[config.mk]
export PLATFORM = sky130hd
export DESIGN_NAME = exception_state_reset_ctrl
export DESIGN_NICKNAME = d
export VERILOG_FILES = /design/src/exc_pkg.sv /design/src/pending_vector_select.sv /design/src/exception_state_reset_ctrl.sv
export VERILOG_INCLUDE_DIRS = /design/src
export SDC_FILE = /design/constraint.sdc
export NUM_CORES = 1
export LEC_CHECK = 0
export BUFFER_PORTS_ARGS = -buffer_cell sky130_fd_sc_hd__buf_2
export CORE_AREA = 2 2 126 91
export CTS_BUF_LIST = sky130_fd_sc_hd__clkbuf_8 sky130_fd_sc_hd__clkbuf_16
export CTS_CLUSTER_SIZE = 28
export DETAILED_ROUTE_END_ITERATION = 8
export DIE_AREA = 0 0 128 93
export PLACE_DENSITY_LB_ADDON = 0.25
export RECOVER_POWER = 50
export SLEW_MARGIN = 20
export SYNTH_ARGS = -nofsm -noshare
export SYNTH_HDL_FRONTEND = slang
export SYNTH_HIERARCHICAL = 1
export SYNTH_SLANG_ARGS = --single-unit
[constraint.sdc]
create_clock -name mclk -period 18.5 [get_ports mclk]
set_input_delay 0.925 -clock mclk [delete_from_list [all_inputs] [get_ports mclk]]
set_output_delay 0.925 -clock mclk [all_outputs]
set_load 0.02 [all_outputs]
[src/exc_params.svh]
`ifndef EXC_PARAMS_SVH
`define EXC_PARAMS_SVH

// ==========================================================================
// Register offsets (byte addresses)
`define ICS_OFFSET        12'hd04
`define AIRC_OFFSET       12'hd0c
`define EVT_STATUS_OFFSET 12'hd40
`define EVT_MASK_OFFSET   12'hd44

// ==========================================================================
// Interrupt control and state fields
`define SVC_SET_BIT       28
`define SVC_CLR_BIT       27
`define TICK_SET_BIT      26
`define TICK_CLR_BIT      25
`define DBG_FLAG_BIT      23
`define IRQ_FLAG_BIT      22
`define PEND_VEC_LSB      12
`define ACT_VEC_LSB       0

// ==========================================================================
// Reset control fields and values
`define KEY_LSB           16
`define WRITE_KEY         16'h05fa
`define AIRC_RESET        32'hfa050000
`define SYSRST_BIT        2
`define CLRACT_BIT        1

// ==========================================================================
// Exception numbers
`define SVC_EXC_NUM       6'h0e
`define TICK_EXC_NUM      6'h0f
`define IRQ_BASE_NUM      6'h10

// ==========================================================================
// Event status bits
`define EVT_WIDTH         3
`define EVT_TICK          0
`define EVT_SVC           1
`define EVT_BADKEY        2

`endif

[src/exc_pkg.sv]
package exc_pkg;

  // Avalon answer phase: one wait cycle, then the answer
  typedef enum logic [0:0] {
    phase_wait   = 1'b0,
    phase_answer = 1'b1
  } bus_phase_type;

endpackage

[src/pending_vector_select.sv]
`timescale 1ns/1ps
`include "exc_params.svh"

module pending_vector_select (
  // Clock and reset
  input  wire logic        mclk,
  input  wire logic        rst_n,
  // Pending sources
  input  wire logic        service_pending,
  input  wire logic        tick_pending,
  input  wire logic [1:0]  service_priority,
  input  wire logic [1:0]  tick_priority,
  input  wire logic [31:0] irq_pending,
  input  wire logic [31:0] irq_enable,
  input  wire logic [63:0] irq_priority,
  // Result
  output logic      [5:0]  pending_vector
);

  logic [33:0] cand_vld;
  logic [1:0]  cand_pri [0:33];
  logic [5:0]  cand_num [0:33];
  logic [34:0] best_vld;
  logic [1:0]  best_pri [0:34];
  logic [5:0]  best_num [0:34];

  assign best_vld[0] = 1'b0;
  assign best_pri[0] = 2'h3;
  assign best_num[0] = 6'h00;

  // ========================================================================
  // Candidates in rising exception number; a strict compare keeps the
  // lower number on equal priority
  genvar g;
  for (g = 0; g < 34; g = g + 1) begin : gen_cand
    if (g == 0) begin : gen_svc
      assign cand_vld[g] = service_pending;
      assign cand_pri[g] = service_priority;
      assign cand_num[g] = `SVC_EXC_NUM;
    end else if (g == 1) begin : gen_tick
      assign cand_vld[g] = tick_pending;
      assign cand_pri[g] = tick_priority;
      assign cand_num[g] = `TICK_EXC_NUM;
    end else begin : gen_irq
      assign cand_vld[g] = irq_pending[g-2] & irq_enable[g-2];
      assign cand_pri[g] = irq_priority[2*(g-2) +: 2];
      assign cand_num[g] = `IRQ_BASE_NUM + 6'(g-2);
    end
    logic take;
    assign take = cand_vld[g] & (~best_vld[g] | (cand_pri[g] < best_pri[g]));
    assign best_vld[g+1] = best_vld[g] | cand_vld[g];
    assign best_pri[g+1] = take ? cand_pri[g] : best_pri[g];
    assign best_num[g+1] = take ? cand_num[g] : best_num[g];
  end

  always_ff @(posedge mclk or negedge rst_n) begin
    if (!rst_n) begin
      pending_vector <= 6'h00;
    end else begin
      pending_vector <= best_vld[34] ? best_num[34] : 6'h00;
    end
  end

endmodule // pending_vector_select

[src/exception_state_reset_ctrl.sv]
// Implementation choice: the Avalon-MM interface to the registers.
`timescale 1ns/1ps
`include "exc_params.svh"


module exception_state_reset_ctrl (
  // Clock and reset
  input  wire logic        mclk,
  input  wire logic        rst_n,
  // Avalon-MM slave
  input  wire logic [11:0] avs_address,
  input  wire logic        avs_read,
  input  wire logic        avs_write,
  input  wire logic [31:0] avs_writedata,
  input  wire logic [3:0]  avs_byteenable,
  output logic      [31:0] avs_readdata,
  output logic             avs_waitrequest,
  // Core side
  input  wire logic        tick_event,
  input  wire logic        exc_entry,
  input  wire logic [5:0]  exc_entry_number,
  input  wire logic        core_halted,
  input  wire logic [5:0]  core_active_vector,
  input  wire logic [31:0] ext_irq_pending,
  input  wire logic [31:0] ext_irq_enable,
  input  wire logic [63:0] ext_irq_priority,
  input  wire logic [1:0]  tick_priority,
  input  wire logic [1:0]  service_priority,
  // Status and requests
  output logic             tick_pending,
  output logic             service_call_pending,
  output logic      [5:0]  pending_vector_number,
  output logic             system_reset_request,
  output logic             clear_active_state,
  output logic             irq
);

  exc_pkg::bus_phase_type phase;
  logic                   access;
  logic                   do_write;
  logic                   do_read_sample;
  logic                   ics_write;
  logic                   airc_write;
  logic                   key_ok;
  logic                   debug_exit_service_flag;
  logic                   irq_pending_flag;
  logic [`EVT_WIDTH-1:0]  evt_status;
  logic [`EVT_WIDTH-1:0]  evt_mask;
  logic [`EVT_WIDTH-1:0]  evt_set;
  logic                   tick_set_req;
  logic                   svc_set_req;
  logic [31:0]            next_readdata;

  // ==========================================================================
  // Bus handshake: one wait cycle, answer on the second
  assign access          = avs_read | avs_write;
  assign avs_waitrequest = access & (phase == exc_pkg::phase_wait);
  assign do_write        = avs_write & (phase == exc_pkg::phase_answer);
  assign do_read_sample  = avs_read & (phase == exc_pkg::phase_wait);

  always_ff @(posedge mclk or negedge rst_n) begin
    if (!rst_n) begin
      phase <= exc_pkg::phase_wait;
    end else begin
      case (phase)
        exc_pkg::phase_wait:   phase <= access ? exc_pkg::phase_answer
                                               : exc_pkg::phase_wait;
        exc_pkg::phase_answer: phase <= exc_pkg::phase_wait;
        default:               phase <= exc_pkg::phase_wait;
      endcase
    end
  end

  // Field bytes must be enabled; ICS checks byte 3 only, AIRC needs all four bytes
  assign ics_write  = do_write & (avs_address == `ICS_OFFSET)
                      & avs_byteenable[3];
  assign key_ok     = avs_writedata[`KEY_LSB +: 16] == `WRITE_KEY;
  // Unkeyed writes are dropped rather than left unpredictable
  assign airc_write = do_write & (avs_address == `AIRC_OFFSET)
                      & (&avs_byteenable) & key_ok;

  // ==========================================================================
  // Pending state
  assign tick_set_req = ics_write & avs_writedata[`TICK_SET_BIT];
  assign svc_set_req  = ics_write & avs_writedata[`SVC_SET_BIT];

  // Setting wins over clearing or entry in the same cycle
  always_ff @(posedge mclk or negedge rst_n) begin
    if (!rst_n) begin
      tick_pending <= 1'b0;
    end else if (tick_set_req | tick_event) begin
      tick_pending <= 1'b1;
    end else if ((ics_write & avs_writedata[`TICK_CLR_BIT])
                 | (exc_entry & (exc_entry_number == `TICK_EXC_NUM))) begin
      tick_pending <= 1'b0;
    end
  end

  always_ff @(posedge mclk or negedge rst_n) begin
    if (!rst_n) begin
      service_call_pending <= 1'b0;
    end else if (svc_set_req) begin
      service_call_pending <= 1'b1;
    end else if ((ics_write & avs_writedata[`SVC_CLR_BIT])
                 | (exc_entry & (exc_entry_number == `SVC_EXC_NUM))) begin
      service_call_pending <= 1'b0;
    end
  end

  pending_vector_select u_select (
    .mclk             (mclk),
    .rst_n            (rst_n),
    .service_pending  (service_call_pending),
    .tick_pending     (tick_pending),
    .service_priority (service_priority),
    .tick_priority    (tick_priority),
    .irq_pending      (ext_irq_pending),
    .irq_enable       (ext_irq_enable),
    .irq_priority     (ext_irq_priority),
    .pending_vector   (pending_vector_number)
  );

  assign irq_pending_flag = (|ext_irq_pending) | tick_pending
                            | service_call_pending;
  assign debug_exit_service_flag = core_halted
                                   & (pending_vector_number != 6'h00);

  // ==========================================================================
  // Reset request and clear-active
  // Held until the chip reset it triggers clears it
  always_ff @(posedge mclk or negedge rst_n) begin
    if (!rst_n) begin
      system_reset_request <= 1'b0;
    end else if (airc_write & avs_writedata[`SYSRST_BIT]) begin
      system_reset_request <= 1'b1;
    end
  end

  // Halt check is left to the debugger
  always_ff @(posedge mclk or negedge rst_n) begin
    if (!rst_n) begin
      clear_active_state <= 1'b0;
    end else begin
      clear_active_state <= airc_write & avs_writedata[`CLRACT_BIT];
    end
  end

  // ==========================================================================
  // Event interrupt
  always_comb begin
    evt_set              = '0;
    evt_set[`EVT_TICK]   = tick_set_req | tick_event;
    evt_set[`EVT_SVC]    = svc_set_req;
    evt_set[`EVT_BADKEY] = do_write & (avs_address == `AIRC_OFFSET)
                           & ~((&avs_byteenable) & key_ok);
  end

  always_ff @(posedge mclk or negedge rst_n) begin
    if (!rst_n) begin
      evt_status <= '0;
    end else if (do_write & (avs_address == `EVT_STATUS_OFFSET)
                 & avs_byteenable[0]) begin
      evt_status <= (evt_status & ~avs_writedata[`EVT_WIDTH-1:0]) | evt_set;
    end else begin
      evt_status <= evt_status | evt_set;
    end
  end

  always_ff @(posedge mclk or negedge rst_n) begin
    if (!rst_n) begin
      evt_mask <= '0;
    end else if (do_write & (avs_address == `EVT_MASK_OFFSET)
                 & avs_byteenable[0]) begin
      evt_mask <= avs_writedata[`EVT_WIDTH-1:0];
    end
  end

  assign irq = |(evt_status & evt_mask);

  // ==========================================================================
  // Read mux; write-only and reserved bits read zero
  always_comb begin
    next_readdata = 32'h00000000;
    case (avs_address)
      `ICS_OFFSET: begin
        next_readdata[`SVC_SET_BIT]  = service_call_pending;
        next_readdata[`TICK_SET_BIT] = tick_pending;
        next_readdata[`DBG_FLAG_BIT] = debug_exit_service_flag;
        next_readdata[`IRQ_FLAG_BIT] = irq_pending_flag;
        next_readdata[`PEND_VEC_LSB +: 6] = pending_vector_number;
        next_readdata[`ACT_VEC_LSB +: 6]  = core_active_vector;
      end
      `AIRC_OFFSET:       next_readdata = `AIRC_RESET;
      `EVT_STATUS_OFFSET: next_readdata[`EVT_WIDTH-1:0] = evt_status;
      `EVT_MASK_OFFSET:   next_readdata[`EVT_WIDTH-1:0] = evt_mask;
      default:            next_readdata = 32'h00000000;
    endcase
  end

  always_ff @(posedge mclk or negedge rst_n) begin
    if (!rst_n) begin
      avs_readdata <= 32'h00000000;
    end else if (do_read_sample) begin
      avs_readdata <= next_readdata;
    end
  end

  // ==========================================================================
  // Checks
  a_tick_set_pends: assert property (
    @(posedge mclk) disable iff (!rst_n)
    tick_set_req |=> tick_pending)
    else $error("tick set write did not pend");

  a_tick_clear_works: assert property (
    @(posedge mclk) disable iff (!rst_n)
    ics_write && avs_writedata[`TICK_CLR_BIT] && !tick_set_req
    && !tick_event |=> !tick_pending)
    else $error("tick clear write left it pending");

  a_svc_clear_works: assert property (
    @(posedge mclk) disable iff (!rst_n)
    ics_write && avs_writedata[`SVC_CLR_BIT] && !svc_set_req
    |=> !service_call_pending)
    else $error("service clear write left it pending");

  a_svc_only_sw: assert property (
    @(posedge mclk) disable iff (!rst_n)
    $rose(service_call_pending) |-> $past(svc_set_req))
    else $error("service pended without a set write");

  a_vector_zero: assert property (
    @(posedge mclk) disable iff (!rst_n)
    !(|(ext_irq_pending & ext_irq_enable)) && !tick_pending
    && !service_call_pending |=> pending_vector_number == 6'h00)
    else $error("pending vector nonzero with nothing pending");

  a_reset_req_hold: assert property (
    @(posedge mclk) disable iff (!rst_n)
    $rose(system_reset_request) |-> $past(airc_write)
    ##1 system_reset_request [*4])
    else $error("reset request not keyed or not held");

  a_clear_act_pulse: assert property (
    @(posedge mclk) disable iff (!rst_n)
    clear_active_state |-> $past(airc_write) ##1 !clear_active_state)
    else $error("clear active not a single keyed pulse");

  a_airc_readback: assert property (
    @(posedge mclk) disable iff (!rst_n)
    avs_read && !avs_waitrequest && avs_address == `AIRC_OFFSET
    |-> avs_readdata == `AIRC_RESET)
    else $error("reset control read wrong value");

  a_answer_timing: assert property (
    @(posedge mclk) disable iff (!rst_n)
    $rose(access) |-> avs_waitrequest ##1 !avs_waitrequest)
    else $error("bus answer not after one wait cycle");

  a_tick_zero_write: assert property (
    @(posedge mclk) disable iff (!rst_n)
    ics_write && !avs_writedata[`TICK_SET_BIT]
    && !avs_writedata[`TICK_CLR_BIT] && !tick_event && !exc_entry
    |=> $stable(tick_pending))
    else $error("zero write changed tick pending");

  a_active_readback: assert property (
    @(posedge mclk) disable iff (!rst_n)
    avs_read && avs_waitrequest && avs_address == `ICS_OFFSET
    |=> avs_readdata[`ACT_VEC_LSB +: 6] == $past(core_active_vector))
    else $error("active vector read back wrong");

  a_debug_flag_run: assert property (
    @(posedge mclk) disable iff (!rst_n)
    avs_read && avs_waitrequest && avs_address == `ICS_OFFSET
    && !core_halted |=> !avs_readdata[`DBG_FLAG_BIT])
    else $error("debug exit flag set while running");

  a_irq_flag_read: assert property (
    @(posedge mclk) disable iff (!rst_n)
    avs_read && avs_waitrequest && avs_address == `ICS_OFFSET
    && (tick_pending || service_call_pending)
    |=> avs_readdata[`IRQ_FLAG_BIT])
    else $error("interrupt pending flag clear with one pending");

  a_reset_req_sticky: assert property (
    @(posedge mclk) disable iff (!rst_n)
    system_reset_request |=> system_reset_request)
    else $error("reset request dropped before reset");

  a_ics_reserved_zero: assert property (
    @(posedge mclk) disable iff (!rst_n)
    avs_read && !avs_waitrequest && avs_address == `ICS_OFFSET
    |-> avs_readdata[31:29] == 3'h0 && !avs_readdata[27]
        && avs_readdata[25:24] == 2'h0 && avs_readdata[21:18] == 4'h0
        && avs_readdata[11:6] == 6'h00)
    else $error("reserved or write-only bits read nonzero");

endmodule // exception_state_reset_ctrl

== Word level (Yosys, flattened, before mapping) ==
Cells that the tools add are included.
Cells by class
  $lt $le $gt $ge: 33
  equality and inequality tests: 7
  muxes and demuxes: 85
  bitwise logic cells: 200
  reduce and logical (&&, ||, !) cells: 6
Operators by type and width (count)
  6-bit 2-to-1 mux: 34
  1-bit AND: 88
  1-bit bitwise OR: 72
  2-bit 2-to-1 mux: 35
  2-bit less-than comparator: 33
  12-bit equality test (second input constant): 4
  1-bit inverter: 35
  32-bit OR reduction: 1
  16-bit by 11-bit equality test with 1-bit output (second input constant): 1
  6-bit by 4-bit equality test with 1-bit output (second input constant): 2
  6-bit case mux with 2 select lines: 1
  3-bit 2-to-1 mux: 3
  3-bit case mux with 3 select lines: 1
  1-bit 2-to-1 mux: 8
  3-bit AND: 2
  3-bit bitwise OR: 2
  6-bit nonzero test: 1
  4-bit 2-to-1 mux: 1
  1-bit case mux with 2 select lines: 2
  4-bit AND reduction: 1
  2-bit nonzero test: 2
  3-bit inverter: 1
  3-bit OR reduction: 1
Storage, ports and cells
  flip-flop bits (word level): 43
  bits of input ports: 199
  output and inout port bits: 44

== Longest topological paths before layout ==
Gate-level depths: netlist of run 1.
  depth in word-level cells: 134
  mapped depth: 34

== Cells and area by module ==
The synthesis of run 1 kept the hierarchy.
Modules (own cells, without submodules)
  pending_vector_select: instances 1, cells an instance 590, area each 3712.3 sq um, seq. area each 150.1 sq um
  exception_state_reset_ctrl: instances 1, cells an instance 156, area each 1541.5 sq um, seq. area each 700.7 sq um

== Least setup slack after synthesis of run 1 ==
No wires, ideal clock.
  path type: input-to-reg
  start point: input port tick_priority[0]
  end point: register u_select.pending_vector[1]
  setup time: 119 ps
  data arrival time: 6793 ps
  path slack: 11588 ps
  stages on the path: 28
  cell sequence: nand2b_1 a211oi_4 a22oi_1 a32o_2 o311ai_4 nand3_4 o2111ai_2 a31oi_4 o31ai_4 a31oi_2 a2111oi_2 a31oi_1 nor4b_1 o21ai_0 o31ai_2 o221ai_1 a32oi_2 nand3_1 a21oi_2 o31ai_1 o21ai_2 mux2i_1 ha_1 nor3_1 nor2b_1 a32oi_1 o211a_4 a21bo_1
On the way
  longest elaborated chain between the ends: 133
  elaborated cells on any way between the ends: 165
RTL lines
  start, declared: line exception_state_reset_ctrl.sv:27  | input wire logic [1:0] tick_priority,
  2-bit less-than comparator: line pending_vector_select.sv:50  | assign take = cand_vld[g] & (~best_vld[g] | (cand_pri[g] < best_pri[g]));
  1-bit bitwise OR: line pending_vector_select.sv:50
  1-bit AND: line pending_vector_select.sv:50
  2-bit 2-to-1 mux: line pending_vector_select.sv:52  | assign best_pri[g+1] = take ? cand_pri[g] : best_pri[g];
  2-bit less-than comparator: line pending_vector_select.sv:50
  1-bit bitwise OR: line pending_vector_select.sv:50
  1-bit AND: line pending_vector_select.sv:50
  2-bit 2-to-1 mux: line pending_vector_select.sv:52
  (+117 left out)
  1-bit bitwise OR: line pending_vector_select.sv:50
  1-bit AND: line pending_vector_select.sv:50
  2-bit 2-to-1 mux: line pending_vector_select.sv:52
  2-bit less-than comparator: line pending_vector_select.sv:50
  1-bit bitwise OR: line pending_vector_select.sv:50
  1-bit AND: line pending_vector_select.sv:50
  6-bit 2-to-1 mux (*): line pending_vector_select.sv:53  | assign best_num[g+1] = take ? cand_num[g] : best_num[g];
  6-bit 2-to-1 mux (*): line pending_vector_select.sv:60  | pending_vector <= best_vld[34] ? best_num[34] : 6'h00;
  end signal, assigned: line pending_vector_select.sv:60
  end, declared: line pending_vector_select.sv:17  | output logic [5:0] pending_vector
Mark *: on every way between the ends. The rest lies on a longest branch, timed or not.
A chain may end at the register's enable or synchronous reset.

== Worst setup path in the final report of run 1 ==
  start point: input port tick_priority[1]
  end point: register u_select.pending_vector[1]
The elaborated chain is that of the path after synthesis.

==> results.cfg, run 1 <==
[die]
rows = 32
die_x_um = 128
design.core.area_um2 = 10700
initial_core_util = 0.490
die_h_um = 93
dieArea_um2 = 11900
io_pins = 243

[sta]
fin_crit_ns = 8.06
layout_setup_ws_ns = 10.44
setup_viol = 0
slew_headroom = -0.186
hold_viol = 0
rsz0062_at_grt = false
fmax_mhz = 124
skew_ns = 0.000759
slew_viol_final = 35
tns_ns = 0
worst_slew_pin_slew_ns = 1.78
period_share = 0.436

[synth]
synth_commonest_cells = nand2_1, nor2_1, o21ai_0
synth_most_common_cell = nand2_1
synthesis.area_um2 = 5250
synthTopCellsByArea = dfrtp_1, nand2_1, o21ai_0
synth_seq_area_share = 0.162
synth.distinct_cells = 95
synth_xor_area_frac = 0
synth_enable_flop_cells = 0
synth_area_leader_cell = dfrtp_1
synth_ff_type = dfrtp_1
synthArstFlopShare = 1.00
syn_avg_cell_area_um2 = 7.04
ys_ff_latch = 34
synth_compound_area_frac = 0.417
synth_top_area_frac = 0.162
yosys.area_share.simple = 0.317
synth_fa_ha_area_frac = 0.0333
synth_top_family_by_area = compound AO/OA/AOI/OAI gates
synth_cells = 746
yosysWarnings = 6
synthMuxAreaShare = 0.0141

[route]
wire_per_inst_um = 15.7
route.vias.total = 6613
viasPerCell = 6.03
wl_um = 17300
drc = 0
first_pass_iters = 5
initialDrtViolationCount = 522
drtAntennaViolNets = 0

[cells_and_area]
nets = 1160
fillCellCount = 1041
layout-drive-gt1-share = 0.272
post-route-util = 0.609
area_growth_pct = 24.3
final_area_um2 = 6530
diodes = 0

[status]
violations = capacitance limit, slew limit
outcome = complete, but fails checks

[job]
maxCapViolCount = 1

[clock_network]
ctsHoldBuffers = 0
cts_setup_buffers = 0
cts_buffer_depth = 2
clk_pin_slew_ns = 0.05
root_buffer = clkbuf_16
cts_resized = 0
cts.sinks = 34
numCtsBuffers = 5
cts_tree = yes
htreeDepth = 2
clk_latency_ns = 0.28

[global_routing]
grt_start_max_net_pins = 35
grt_pass1_vias = 5824
grt_util_all_layers = 0.279
antenna_found_initial = 0
grt_pass1_wl_um = 27300
grt-ovfl-total = 0

[power]
total_power_uw = 320
power_density_nw_per_um2 = 49.0
cellLeakagePower_uw = 0.00301
vdd_drop_max_v = 0.0000307

[worst_setup_path]
crit_type = in2reg
worst_ep_required_time_ns = 18.68
cp-start-kind = primary input
arrival_ns = 8.24
crit_path_end_kind = flip-flop
worstPathMaxFanout = 8
cpPeakStageDelay_ns = 0.67
critPathSlowestCell = nor4b_1

[placement]
detailed_place_hpwl_um = 14500
pre_cts_slack_ns = 10.31
dpl_cell_area_um2 = 6410
port-buffer-count = 219
place_congestion = 0.959

[hold_path]
hp-class = reg2reg
## cells in the final DEF, fill, tap and decap left out, drive strengths merged, types with 20 or more instances in the layout
| master | Yosys | final |
|---|---|---|
| nand2 | 97 | 97 |
| a21o | 27 | 27 |
| clkbuf | 5 | 24 |
| o21bai | 20 | 20 |
| dfrtp | 34 | 34 |
| a21oi | 54 | 54 |
| nor2 | 71 | 71 |
| inv | 40 | 41 |
| nand3 | 34 | 34 |
| o21ai | 66 | 66 |
| buf | 17 | 201 |
## layout make-up
cell class,instances,area (µm²),share of cell area
multi-input cells,659,4140,0.634
repair buffers,219,1070,0.164
flip-flops and latches,34,851,0.130
well taps,136,170,0.0260
inverters,40,150,0.0230
clock buffers,6,139,0.0213
clock inverters,2,8.76,0.00134
## sequential cells by signal, indices dropped and copies added, names as in the netlist
| name | count |
|---|---|
| avs_readdata | 17 |
| u_select/pending_vector | 6 |
| evt_mask | 3 |
| evt_status | 3 |
| clear_active_state | 1 |
| phase | 1 |
| service_call_pending | 1 |
| system_reset_request | 1 |
| tick_pending | 1 |
## final timing paths
check / slack, ns / startpoint / end / cells after the start
setup / recovery: 10.44 / tick_priority[1] / u_select/pending_vector[1]$_DFF_PN0_ / 29
hold / removal: 0.47 / system_reset_request$_DFFE_PN0P_ / system_reset_request$_DFFE_PN0P_ / 1
setup reg to reg: 10.59 / service_call_pending$_DFFE_PN0P_ / u_select/pending_vector[1]$_DFF_PN0_ / 28
hold reg to reg: 0.47 / system_reset_request$_DFFE_PN0P_ / system_reset_request$_DFFE_PN0P_ / 1
max in group asynchronous: 16.36 / rst_n / avs_readdata[4]$_DFFE_PN0P_ / 1
min in group asynchronous: 1.11 / rst_n / evt_mask[2]$_DFFE_PN0P_ / 1
## stage by stage
| stage | hold slack, ns | cells |
|---|---|---|
| after floorplan | 0.494 | 755 |
| after global placement | 0.448 | 1088 |
| after detailed placement | 0.457 | 1088 |
| after CTS | 0.469 | 1096 |
| after global routing | 0.501 | 1096 |
| final | 0.471 | 1096 |
## kinds of logic after synthesis
group,count (synthesis)
AO/OA/AOI/OAI,301
AND/OR/NAND/NOR,324
flip-flops,34
other,1
adder cells (fa/ha/maj),17
buffers and inverters,62
multiplexers,7
## power breakdown
group / leakage, µW / switching, µW / internal [µW]
clock network: 0.0000780 / 30.8 / 52.7
logic: 0.00249 / 91.3 / 62.4
registers: 0.000442 / 3.91 / 79.0
## metal layers
| layer | global-route usage | part of all wire | vias up | routed length (µm) |
|---|---|---|---|---|
| li1 | - | - | 3271 | - |
| met1 | 0.391 | 0.46 | 2964 | 7870 |
| met2 | 0.442 | 0.43 | 348 | 7360 |
| met3 | 0.0561 | 0.098 | 30 | 1700 |
| met4 | 0.0641 | 0.019 | 0 | 334 |
| met5 | 0 | 0 | - | 0 |
## critical path, delay by kind of cell
family / cells / cell delay [ns]
buffers and inverters: 1 / 0.12
AO/OA/AOI/OAI: 20 / 5.20
adder cells (fa/ha/maj): 1 / 0.20
AND/OR/NAND/NOR: 6 / 1.52
multiplexers: 1 / 0.26
Note: power is estimated with default switching activity, not from simulation.
==> run 2: changes to the inputs <==
--- a/config.mk
+++ b/config.mk
@@ -6,12 +6,13 @@
 export SDC_FILE = /design/constraint.sdc
 export NUM_CORES = 1
 export LEC_CHECK = 0
+export ABC_AREA = 1
 export BUFFER_PORTS_ARGS = -buffer_cell sky130_fd_sc_hd__buf_2
-export CORE_AREA = 2 2 126 91
+export CORE_AREA = 2 2 132 95
 export CTS_BUF_LIST = sky130_fd_sc_hd__clkbuf_8 sky130_fd_sc_hd__clkbuf_16
 export CTS_CLUSTER_SIZE = 28
 export DETAILED_ROUTE_END_ITERATION = 8
-export DIE_AREA = 0 0 128 93
+export DIE_AREA = 0 0 134 97
 export PLACE_DENSITY_LB_ADDON = 0.25
 export RECOVER_POWER = 50
 export SLEW_MARGIN = 20
==> constraint.sdc (replaced) <==
create_clock -name mclk -period 6.85 [get_ports mclk]
set_input_delay 0.3425 -clock mclk [delete_from_list [all_inputs] [get_ports mclk]]
set_output_delay 0.3425 -clock mclk [all_outputs]
set_load 0.02 [all_outputs]
==> results.cfg, run 2 <==
[worst_setup_path]
path_depth = 197
critPathCapture = u_select/pending_vector[3]$_DFF_PN0_
crit_top_cell = nand2_2
reg2reg_depth = 197
critPathSlowestCell = dfrtp_2
r2r-start = service_call_pending$_DFFE_PN0P_
cp_top_family = simple AND/OR/NAND/NOR gates
cp-start-kind = flip-flop
crit_path_end_kind = flip-flop
r2r_setup_slack_ns = -8.31
r2r_end = u_select/pending_vector[3]$_DFF_PN0_
worstPathMaxFanout = 8
worst_ep_required_time_ns = 7.01
crit_type = reg2reg
critPathBufInv = 0
arrival_ns = 15.32
cpPeakStageDelay_ns = 0.46
timing.critical_path.from = service_call_pending$_DFFE_PN0P_

[clock_network]
cts_buffer_depth = 2
htreeDepth = 2
root_buffer = clkbuf_16
clk_pin_slew_ns = 0.05
clk_latency_ns = 0.27
ctsHoldBuffers = 0
numCtsBuffers = 5
cts_tree = yes
cts.sinks = 34

[synth]
synth_top_area_frac = 0.271
synth_commonest_cells = nand2_1, inv_1, nand3_1
synth_ff_type = dfrtp_1
synthTopCellsByArea = nand2_1, dfrtp_1, nand3_1
yosys.area_share.simple = 0.606
synthesis.area_um2 = 5050
synth_top_family_by_area = simple AND/OR/NAND/NOR gates
synth_cells = 989
synth_seq_area_share = 0.169
synth_enable_flop_cells = 0
synth_area_leader_cell = nand2_1
synth.distinct_cells = 33
synthArstFlopShare = 1.00
syn_avg_cell_area_um2 = 5.10
yosysWarnings = 6
synth_xor_area_frac = 0
ys_ff_latch = 34
synth_most_common_cell = nand2_1
synthMuxAreaShare = 0
synth_compound_area_frac = 0.0476
synth_fa_ha_area_frac = 0.00496

[cells_and_area]
area_growth_pct = 60.7
final_cell_mix = nand2_1, buf_2, buf_4
fin_cells = 1549
nets = 1591
largest_reg_flops = 17
regMostFlops = avs_readdata
layout-drive-gt1-share = 0.431
top_regs = avs_readdata x17, u_select/pending_vector x6
final_common_cell = nand2_1
fillCellCount = 1064

[route]
drtAntennaViolNets = 0
route.vias.total = 7137
viasPerCell = 4.61
wl_um = 17100
wire_per_inst_um = 11.0
initialDrtViolationCount = 345
first_pass_iters = 5
drc = 0

[placement]
place_congestion = 0.906
post-place-cells = 1504
port-buffer-count = 219
detailed_place_hpwl_um = 13700

[sta]
holdWs_ns = 0.265
hold_viol = 0
layout_setup_ws_ns = -8.31
skew_ns = 0.00183
fmax_mhz = 66.0
slew_headroom = -0.188
setup_viol = 6
slew_viol_final = 35
fin_crit_ns = 15.16
rsz0062_at_grt = true
worst_slew_pin_slew_ns = 1.78
period_share = 2.21

[global_routing]
grt_start_max_net_pins = 35
grt_util_all_layers = 0.247
grt_pass1_vias = 6320
grt-ovfl-total = 0
antenna_found_initial = 1
grt_pass1_wl_um = 27100

[die]
rows = 33
die_x_um = 134
dieArea_um2 = 13000
initial_core_util = 0.435
die_h_um = 97
io_pins = 243
design.core.area_um2 = 11600

[power]
vdd_drop_max_v = 0.000105
cellLeakagePower_uw = 0.00517
power_density_nw_per_um2 = 187

[status]
violations = capacitance limit, slew limit, setup timing
outcome = complete, but fails checks

[hold_path]
hp-class = in2reg

[job]
maxCapViolCount = 1
run 2: per-stage QoR:
step	setup TNS, ns	instance area (µm²)	utilization	setup WS [ns]	total power, µW
floorplan	-39.90	5100	-	-6.66	749
global placement	-44.67	7380	0.636	-7.46	1100
detailed placement	-47.62	7380	0.636	-7.95	1110
CTS	-46.67	7720	0.666	-7.79	1400
global route	-61.29	8110	0.699	-10.23	1650
finish	-49.80	8110	0.699	-8.31	1520
run 2: worst min path at each step:
stage | cells after the start | start | to
after floorplan | 0 | rst_n | avs_readdata[0]$_DFFE_PN0P_
after global routing | 3 | core_active_vector[5] | avs_readdata[5]$_DFFE_PN0P_
after CTS | 1 | rst_n | system_reset_request$_DFFE_PN0P_
after global placement | 1 | rst_n | system_reset_request$_DFFE_PN0P_
final | 3 | core_active_vector[4] | avs_readdata[4]$_DFFE_PN0P_
after detailed placement | 1 | rst_n | system_reset_request$_DFFE_PN0P_
run 2: report_power, final:
part	leakage (µW)	switching (µW)	internal, µW	total (µW)
clock network	0.0000864	79.6	169	248
logic	0.00465	550	487	1040
registers	0.000433	11.6	219	231
run 2: final cells by class:
class                   count  area (µm²)  area share
diodes                      1        2.50    0.000308
clock buffers               5         125      0.0154
clock inverters             3        37.5     0.00463
inverters                 199         753      0.0928
multi-input cells         749        3700       0.456
flip-flops and latches     34         852       0.105
well taps                 157         196      0.0242
repair buffers            401        2450       0.302
run 2: repair_timing:
action / in CTS / in global routing
pin swaps: 0 / 24
gates resized for setup: 16 / 94
hold endpoints to repair: 0 / 0
endpoints found under the setup margin: 6 / 6
setup buffers: 19 / 17
run 2: worst register-to-register path, delay by kind of cell, from the launching register on:
kind	cells	cell delay, ns
adders and majority gates	2	0.53
DFF	1	0.46
and+or+nand+nor	193	14.03
AOI/OAI and AO/OA	2	0.11
run 2: cells by family after synthesis:
| group | Yosys count |
|---|---|
| AO/OA/AOI/OAI | 43 |
| adder cells (fa/ha/maj) | 2 |
| buffers and inverters | 215 |
| flip-flops | 34 |
| other | 1 |
| AND/OR/NAND/NOR | 694 |
run 2: routing by layer:
layer | part of all wire | wire length (µm) | GRT usage | vias up
met5 | 0 | 0 | 0 | -
met4 | 0.011 | 195 | 0.0409 | 0
met3 | 0.075 | 1270 | 0.0351 | 20
met2 | 0.46 | 7810 | 0.416 | 244
met1 | 0.46 | 7790 | 0.339 | 3087
li1 | - | - | - | 3786
